$ cat src/hdl/upc_map.svh
// offsets, field positions and reset value of the port-one control register
`ifndef UPC_MAP_SVH
`define UPC_MAP_SVH
`define UPC_ADDR_W 16
`define UPC_DATA_W 32
`define UPC_HALF_W 16
`define UPC_CTRL_OFFSET 16'h0374
`define UPC_CTRL_RESET 32'h0086_0016
`define UPC_INIT_CLEAR_BIT 23
`define UPC_INIT_STATE_BIT 7
`define UPC_POWER_MSB 4
`define UPC_POWER_LSB 3
`define UPC_POWER_ON 2'h3
`define UPC_INIT_WORD 32'h0080_0018
`endif

$ cat src/hdl/upc_pkg.sv
// types shared by the port-one control block
package upc_pkg;
	typedef struct packed {
		logic [15:0] addr;
		logic [31:0] wdata;
		logic wr;
		logic rd;
	} upc_bus_req_type;
	typedef struct packed {
		logic powerEnable;
		logic initState;
	} upc_port_out_type;
endpackage

$ cat src/hdl/upc_port_one_control.sv
// port-one control register with power enable and init state outputs
`include "upc_map.svh"
module upc_port_one_control (
	input wire logic clock,
	input wire logic reset,
	input wire upc_pkg::upc_bus_req_type busReq,
	output logic [`UPC_DATA_W-1:0] readData,
	output upc_pkg::upc_port_out_type portOut
);
	logic [`UPC_DATA_W-1:0] ctrl_ff;
	logic [`UPC_DATA_W-1:0] nxt_ctrl;
	logic [`UPC_DATA_W-1:0] clearedWord;
	wire logic addrHit;
	wire logic writeHit;
	wire logic readHit;
	wire logic readMiss;
	wire logic initClearReq;
	wire logic [1:0] powerField;

	// address decode
	assign addrHit = busReq.addr == `UPC_CTRL_OFFSET;
	assign writeHit = busReq.wr & addrHit;
	assign readHit = busReq.rd & addrHit;
	assign readMiss = busReq.rd & ~addrHit;

	// the init-clear bit is self-clearing and takes the init state with it
	assign initClearReq = busReq.wdata[`UPC_INIT_CLEAR_BIT];

	always_comb begin
		clearedWord = busReq.wdata;
		if (initClearReq) begin
			clearedWord[`UPC_INIT_CLEAR_BIT] = 1'b0;
			clearedWord[`UPC_INIT_STATE_BIT] = 1'b0;
		end
	end

	// reserved bits are stored as written; software keeps them at reset value
	assign nxt_ctrl = writeHit ? clearedWord : ctrl_ff;

	always_ff @(posedge clock) begin
		if (reset) begin
			ctrl_ff <= `UPC_CTRL_RESET;
		end else begin
			ctrl_ff <= nxt_ctrl;
		end
	end

	assign powerField = ctrl_ff[`UPC_POWER_MSB:`UPC_POWER_LSB];

	// only the full 11b pattern powers the port; a half-written field stays off
	assign portOut.powerEnable = powerField == `UPC_POWER_ON;
	// init state drives the port 1 transceiver only, ports 2 and 3 never see it
	assign portOut.initState = ctrl_ff[`UPC_INIT_STATE_BIT];

	upc_read_port readPort (
		.clock(clock),
		.reset(reset),
		.readHit(readHit),
		.readMiss(readMiss),
		.ctrlValue(ctrl_ff),
		.readData(readData)
	);

	// assertions
	a_init_clear_both: assert property (@(posedge clock) disable iff (reset)
		writeHit && busReq.wdata[`UPC_INIT_CLEAR_BIT]
		|=> !ctrl_ff[`UPC_INIT_CLEAR_BIT] && !ctrl_ff[`UPC_INIT_STATE_BIT])
		else $error("init clear write left an init bit set");

	a_plain_write_stores: assert property (@(posedge clock) disable iff (reset)
		writeHit && !busReq.wdata[`UPC_INIT_CLEAR_BIT]
		|=> ctrl_ff == $past(busReq.wdata))
		else $error("write without init clear not stored as written");

	a_power_on_write: assert property (@(posedge clock) disable iff (reset)
		writeHit && busReq.wdata[`UPC_POWER_MSB:`UPC_POWER_LSB] == `UPC_POWER_ON
		|=> portOut.powerEnable)
		else $error("power field 11b did not enable port power");

	a_power_off_write: assert property (@(posedge clock) disable iff (reset)
		writeHit && busReq.wdata[`UPC_POWER_MSB:`UPC_POWER_LSB] != `UPC_POWER_ON
		|=> !portOut.powerEnable)
		else $error("port power enabled without field 11b");

	a_init_word_effect: assert property (@(posedge clock) disable iff (reset)
		writeHit && busReq.wdata == `UPC_INIT_WORD
		|=> !portOut.initState && portOut.powerEnable)
		else $error("init word did not clear init state and power the port");

	a_reset_value: assert property (@(posedge clock) disable iff (reset)
		$fell(reset) |-> ctrl_ff == `UPC_CTRL_RESET && !portOut.powerEnable && readData == 32'h0000_0000)
		else $error("wrong value after reset");

	a_read_mirror: assert property (@(posedge clock) disable iff (reset)
		readHit |=> readData[`UPC_DATA_W-1:`UPC_HALF_W] == readData[`UPC_HALF_W-1:0])
		else $error("read halves differ");

	a_read_value: assert property (@(posedge clock) disable iff (reset)
		readHit |=> readData[`UPC_HALF_W-1:0]
			== ($past(ctrl_ff[`UPC_DATA_W-1:`UPC_HALF_W]) | $past(ctrl_ff[`UPC_HALF_W-1:0])))
		else $error("read data does not match register");

	a_unmapped_read: assert property (@(posedge clock) disable iff (reset)
		readMiss |=> readData == 32'h0000_0000)
		else $error("unmapped read not zero");

	a_hold_idle: assert property (@(posedge clock) disable iff (reset)
		!writeHit |=> $stable(ctrl_ff))
		else $error("register changed without a write");

	// port outputs are pure decodes of the stored word, so they may never run ahead of it
	a_power_follows_field: assert property (@(posedge clock) disable iff (reset)
		portOut.powerEnable == (powerField == `UPC_POWER_ON))
		else $error("power enable does not follow the power field");

	a_init_follows_bit: assert property (@(posedge clock) disable iff (reset)
		portOut.initState == ctrl_ff[`UPC_INIT_STATE_BIT])
		else $error("init state does not follow the stored bit");

	a_field_low_off: assert property (@(posedge clock) disable iff (reset)
		powerField != `UPC_POWER_ON |-> !portOut.powerEnable)
		else $error("power enabled with field not 11b");

	a_power_msb_only: assert property (@(posedge clock) disable iff (reset)
		writeHit && busReq.wdata[`UPC_POWER_MSB:`UPC_POWER_LSB] == 2'h2
		|=> !portOut.powerEnable)
		else $error("power enabled with field 10b");

	a_power_lsb_only: assert property (@(posedge clock) disable iff (reset)
		writeHit && busReq.wdata[`UPC_POWER_MSB:`UPC_POWER_LSB] == 2'h1
		|=> !portOut.powerEnable)
		else $error("power enabled with field 01b");

	a_power_none: assert property (@(posedge clock) disable iff (reset)
		writeHit && busReq.wdata[`UPC_POWER_MSB:`UPC_POWER_LSB] == 2'h0
		|=> !portOut.powerEnable)
		else $error("power enabled with field 00b");

	a_clear_bit_low: assert property (@(posedge clock) disable iff (reset)
		writeHit && busReq.wdata[`UPC_INIT_CLEAR_BIT]
		|=> !ctrl_ff[`UPC_INIT_CLEAR_BIT])
		else $error("init clear bit stayed set");

	a_state_bit_low: assert property (@(posedge clock) disable iff (reset)
		writeHit && busReq.wdata[`UPC_INIT_CLEAR_BIT]
		|=> !portOut.initState)
		else $error("init state stayed set after clear");

	a_clear_keeps_top: assert property (@(posedge clock) disable iff (reset)
		writeHit && busReq.wdata[`UPC_INIT_CLEAR_BIT]
		|=> ctrl_ff[31:24] == $past(busReq.wdata[31:24]))
		else $error("init clear disturbed bits 31 to 24");

	a_clear_keeps_mid: assert property (@(posedge clock) disable iff (reset)
		writeHit && busReq.wdata[`UPC_INIT_CLEAR_BIT]
		|=> ctrl_ff[22:8] == $past(busReq.wdata[22:8]))
		else $error("init clear disturbed bits 22 to 8");

	a_clear_keeps_low: assert property (@(posedge clock) disable iff (reset)
		writeHit && busReq.wdata[`UPC_INIT_CLEAR_BIT]
		|=> ctrl_ff[6:0] == $past(busReq.wdata[6:0]))
		else $error("init clear disturbed bits 6 to 0");

	a_init_word_stored: assert property (@(posedge clock) disable iff (reset)
		writeHit && busReq.wdata == `UPC_INIT_WORD
		|=> ctrl_ff == 32'h0000_0018)
		else $error("init word not stored with both init bits low");

	a_miss_write_ignored: assert property (@(posedge clock) disable iff (reset)
		busReq.wr && !addrHit |=> $stable(ctrl_ff))
		else $error("write to another address changed the register");

	a_read_no_change: assert property (@(posedge clock) disable iff (reset)
		readHit |=> $stable(ctrl_ff))
		else $error("read changed the register");

	a_read_holds: assert property (@(posedge clock) disable iff (reset)
		!busReq.rd |=> $stable(readData))
		else $error("read data changed without a read");

	a_read_upper_value: assert property (@(posedge clock) disable iff (reset)
		readHit |=> readData[`UPC_DATA_W-1:`UPC_HALF_W]
			== ($past(ctrl_ff[`UPC_DATA_W-1:`UPC_HALF_W]) | $past(ctrl_ff[`UPC_HALF_W-1:0])))
		else $error("upper read half does not match register");

	a_reset_init_state: assert property (@(posedge clock) disable iff (reset)
		$fell(reset) |-> !portOut.initState)
		else $error("init state set after reset");

	a_reset_clear_bit: assert property (@(posedge clock) disable iff (reset)
		$fell(reset) |-> ctrl_ff[`UPC_INIT_CLEAR_BIT])
		else $error("init clear bit not set after reset");

	a_reset_power_field: assert property (@(posedge clock) disable iff (reset)
		$fell(reset) |-> powerField == 2'h2)
		else $error("power field not 10b after reset");

	a_init_state_idle: assert property (@(posedge clock) disable iff (reset)
		!writeHit |=> $stable(portOut.initState))
		else $error("init state moved without a write");

	a_power_idle: assert property (@(posedge clock) disable iff (reset)
		!writeHit |=> $stable(portOut.powerEnable))
		else $error("power enable moved without a write");

	c_partial_field: cover property (@(posedge clock) disable iff (reset)
		writeHit && busReq.wdata[`UPC_POWER_MSB:`UPC_POWER_LSB] == 2'h1);
	c_miss_then_hit: cover property (@(posedge clock) disable iff (reset)
		readMiss ##[1:8] readHit);
	c_init_word: cover property (@(posedge clock) disable iff (reset)
		writeHit && busReq.wdata == `UPC_INIT_WORD ##1 readHit);
	c_power_off_again: cover property (@(posedge clock) disable iff (reset)
		portOut.powerEnable ##[1:20] !portOut.powerEnable);
	c_back_to_back: cover property (@(posedge clock) disable iff (reset)
		writeHit ##1 readHit ##1 writeHit);
endmodule // upc_port_one_control

$ cat src/hdl/upc_read_port.sv
// registered read path with half-word mirroring
`include "upc_map.svh"
module upc_read_port (
	input wire logic clock,
	input wire logic reset,
	input wire logic readHit,
	input wire logic readMiss,
	input wire logic [`UPC_DATA_W-1:0] ctrlValue,
	output logic [`UPC_DATA_W-1:0] readData
);
	logic [`UPC_DATA_W-1:0] rdata_ff;
	logic [`UPC_DATA_W-1:0] nxt_rdata;
	wire logic [`UPC_HALF_W-1:0] mergedHalf;

	// both halves carry the OR of the upper and lower register halves, so a 16-bit host sees that merge on either half
	assign mergedHalf = ctrlValue[`UPC_DATA_W-1:`UPC_HALF_W] | ctrlValue[`UPC_HALF_W-1:0];
	assign nxt_rdata = readHit ? {mergedHalf, mergedHalf} : (readMiss ? 32'h0000_0000 : rdata_ff);

	always_ff @(posedge clock) begin
		if (reset) begin
			rdata_ff <= 32'h0000_0000;
		end else begin
			rdata_ff <= nxt_rdata;
		end
	end

	assign readData = rdata_ff;
endmodule // upc_read_port

$ cat config.mk
export PLATFORM = sky130hd
export DESIGN_NAME = upc_port_one_control
export DESIGN_NICKNAME = d
export VERILOG_FILES = /design/src/hdl/upc_pkg.sv /design/src/hdl/upc_port_one_control.sv /design/src/hdl/upc_read_port.sv
export VERILOG_INCLUDE_DIRS = /design/src /design/src/hdl
export SDC_FILE = /design/constraint.sdc
export NUM_CORES = 1
export LEC_CHECK = 0
export ABC_AREA = 1
export BUFFER_PORTS_ARGS = -buffer_cell sky130_fd_sc_hd__buf_2
export CAP_MARGIN = 10
export CORE_MARGIN = 2
export CORE_UTILIZATION = 40
export DETAILED_ROUTE_END_ITERATION = 10
export GPL_ROUTABILITY_DRIVEN = 0
export GPL_TIMING_DRIVEN = 0
export HOLD_SLACK_MARGIN = 0.12
export PLACE_DENSITY = 0.78
export SLEW_MARGIN = 15
export SYNTH_ARGS = -nofsm -noshare
export SYNTH_HDL_FRONTEND = slang
export SYNTH_SLANG_ARGS = --single-unit
$ cat constraint.sdc
create_clock -name clock -period 2.5 [get_ports clock]
set_input_delay 0.125 -clock clock [delete_from_list [all_inputs] [get_ports clock]]
set_output_delay 0.125 -clock clock [all_outputs]
set_load 0.1 [all_outputs]
==> results.sh <==
export IMPL_status="completed"
export IMPL_clk_pin_slew_ns=0.08
export IMPL_clock_power_share_pct=40.1
export IMPL_syn_nets=377
export IMPL_path_buf_inv=2
export IMPL_drive_above_1_share_pct=32.2
export IMPL_synth_seq_cells=48
export IMPL_netSwitchingPower_uw=311
export IMPL_netSwitchingFraction_pct=21.2
export IMPL_cts_buffers=5
export IMPL_dr_pass1_iters=4
export IMPL_coreArea_um2=5470
export IMPL_critPathMaxStageDelay_ns=0.41
export IMPL_leakagePower_uw=0.00175
export IMPL_cp_start_kind="flip-flop"
export IMPL_power_per_cell_area_nw_per_um2=459
export IMPL_dp_hpwl_um=3800
export IMPL_finalCriticalPeriod_ns=1.33
export IMPL_synth_fa_ha_area_share_pct=0
export IMPL_antenna_found_initial=0
export IMPL_io_pin_count=86
export IMPL_yosysSeqAreaShare_pct=42.6
export IMPL_hold_slack_ns=0.144
export IMPL_seqPwrFrac_pct=52.1
export IMPL_tns_ns=0
export IMPL_clock_path_buffers=2
export IMPL_dr_total_vias=2264
export IMPL_cts_resized=0
export IMPL_cap_violations=0
export IMPL_finalMaxSlewViolations=0
export IMPL_crit_fanout=3
export IMPL_critical_path_slowest_cell="buf_2"
export IMPL_cts_tree="done"
export IMPL_syn_avg_cell_area_um2=6.94
export IMPL_synth_mux_area_share_pct=0
export IMPL_syn_to_final_growth_pct=41.5
export IMPL_slew_headroom_pct=67.5
export IMPL_ir_worst_vdd_uv=206
export IMPL_tightestPinTransition_ns=0.490
export IMPL_finalPower_uw=1470
export IMPL_hold_viol=0
export IMPL_skew_ns=0.00890
export IMPL_timing_fmax_mhz=753
export IMPL_synth_compound_area_share_pct=3.77
export IMPL_std_cell_rows=27
export IMPL_grtUsageTotal_pct=17.9
export IMPL_antenna_left=0
export IMPL_grt_ovfl_total=0
export IMPL_grt_pass1_wl_um=8750
export IMPL_p_int_uw=1160
export IMPL_yosysUniqueCellTypes=15
export IMPL_arrival_ns=1.20
export IMPL_p_comb_share_pct=7.9
export IMPL_htree_levels=2
export IMPL_start_util_pct=41.2
export IMPL_grt_use_met3_pct=2.95
export IMPL_setup_viol=0
export IMPL_crit_family="buffers and inverters"
export IMPL_diodes=0
export IMPL_die_w_um=79.1
export IMPL_place_area_um2=2760
export IMPL_clockRootBuffer="clkbuf_8"
export IMPL_synth_xor_xnor_area_share_pct=0
export IMPL_grt_max_degree=16
export IMPL_die_height_um=79.1
export IMPL_rsz0062_at_grt="no"
export IMPL_syn_instance_count=325
export IMPL_drt_total_wl_um=5370
export IMPL_synth_area_um2=2260
export IMPL_worst_setup_path_type="flip-flop to output port"
export IMPL_min_path_type="input pin to flip-flop"
export IMPL_post_route_period_util_pct=53.1
export IMPL_yosysWarnings=0
export IMPL_required_ns=2.38
export IMPL_vias_per_cell=4.36
export IMPL_drt_iter0_drc=104
export IMPL_crit_path_end_kind="output port"
export IMPL_crit_path_cell_trace="buf_4, buf_2"
export IMPL_grtUsageMet1_pct=21.4
export IMPL_die_area_um2=6260
export IMPL_globalRouteMet2Util_pct=30.3
export IMPL_io_buffers=83
export IMPL_clk_latency_ns=0.31
export IMPL_wl_per_cell_um=10.3
export IMPL_nNetsFinal=498
export IMPL_grt_pass1_vias=2017
export IMPL_clkSinkCount=48
export IMPL_synth_simple_area_share_pct=37.5
export IMPL_busiest_layer="met2"
export IMPL_synth_top_family_by_area="simple AND/OR/NAND/NOR gates"
export IMPL_drcViolationCount=0
export IMPL_design_area_um2=3190
[cell usage after synthesis]
cell	n	area (um2)
dfxtp_1	48	961
nor2_2	22	138
buf_2	3	15.0
a21oi_1	16	80.1
nand3_1	7	35.0
nor2_1	39	146
o21ai_0	1	5.00
nand2_1	101	379
buf_4	19	143
nand4_1	17	106
or2_2	3	18.8
clkbuf_1	7	26.3
buf_6	4	45.0
inv_1	36	135
nor2_4	2	22.5
[power by group through the flow]
stage          Clock (uW)  Combinational, uW  Sequential, uW
4_1_cts               602                112             764
5_1_grt               625                126             764
2_1_floorplan           0               27.1             782
3_5_place_dp            0               75.4             782
6_report              588                115             764
3_3_place_gp            0               74.1             782
[state kept, by name (all words and copies together) (netlist names)]
name / count
ctrl_ff: 32
readPort.readData: 16
[cell usage in the layout, fill, tap and decap left out, drive strengths merged]
cell,n
buf,109
nand2,101
nor2,63
dfxtp,48
inv,36
dlygate4sd3,31
nand4,17
a21oi,16
clkbuf,13
nand3,7
or2,3
o21ai,1
bufinv,1
clkinv,1
[worst register-to-register path, stage by stage (launching register included)]
cell,delay (ns)
dfxtp_1,0.31
or2_2,0.30
nand4_1,0.10
a21oi_1,0.07
[layout make-up]
cell class	count	area (um2)
Clock buffer	6	82.6
Buffer	33	229
Tap cell	72	90.1
Sequential cell	48	961
Multi-Input combinational cell	208	931
Clock inverter	2	38.8
Timing Repair Buffer	114	726
Inverter	36	135
Fill cell	524	2280
[routing by layer]
| layer | up-vias | part of all wire (%) |
|---|---|---|
| met5 | - | 0 |
| met4 | 0 | 3.8 |
| met3 | 18 | 5.3 |
| met2 | 76 | 47 |
| met1 | 958 | 44 |
| li1 | 1212 | - |
[per-stage QoR]
stage | worst slack, ns | cells | utilization, %
3_5_place_dp | 1.20 | 480 | 50.5
2_1_floorplan | 1.00 | 325 | -
3_3_place_gp | 1.22 | 480 | 50.5
4_1_cts | 1.17 | 519 | 58.3
5_1_grt | 1.12 | 519 | 58.3
6_report | 1.17 | 519 | 58.3
[kinds of logic (layout without fill, tap and decap cells)]
family / count (synthesis) / in the layout
flip-flops: 48 / 48
AO/OA/AOI/OAI: 17 / 17
AND/OR/NAND/NOR: 191 / 191
buffers and inverters: 69 / 191
[worst paths after layout]
check	end	startpoint	slack [ns]	cells past startpoint
setup reg to reg	readPort.readData[20]$_SDFFE_PP0P_	ctrl_ff[20]$_SDFFE_PP0P_	1.61	3
setup / recovery	readData[18]	readPort.readData[18]$_SDFFE_PP0P_	1.17	2
hold reg to reg	ctrl_ff[1]$_SDFFE_PP1P_	ctrl_ff[1]$_SDFFE_PP1P_	0.47	2
hold / removal	readPort.readData[18]$_SDFFE_PP0P_	reset	0.14	2
[repair_timing]
action                    CTS  global route
hold buffers               31             0
setup buffers               0             0
hold endpoints to repair   31             0
(Power assumes the default switching activity.)
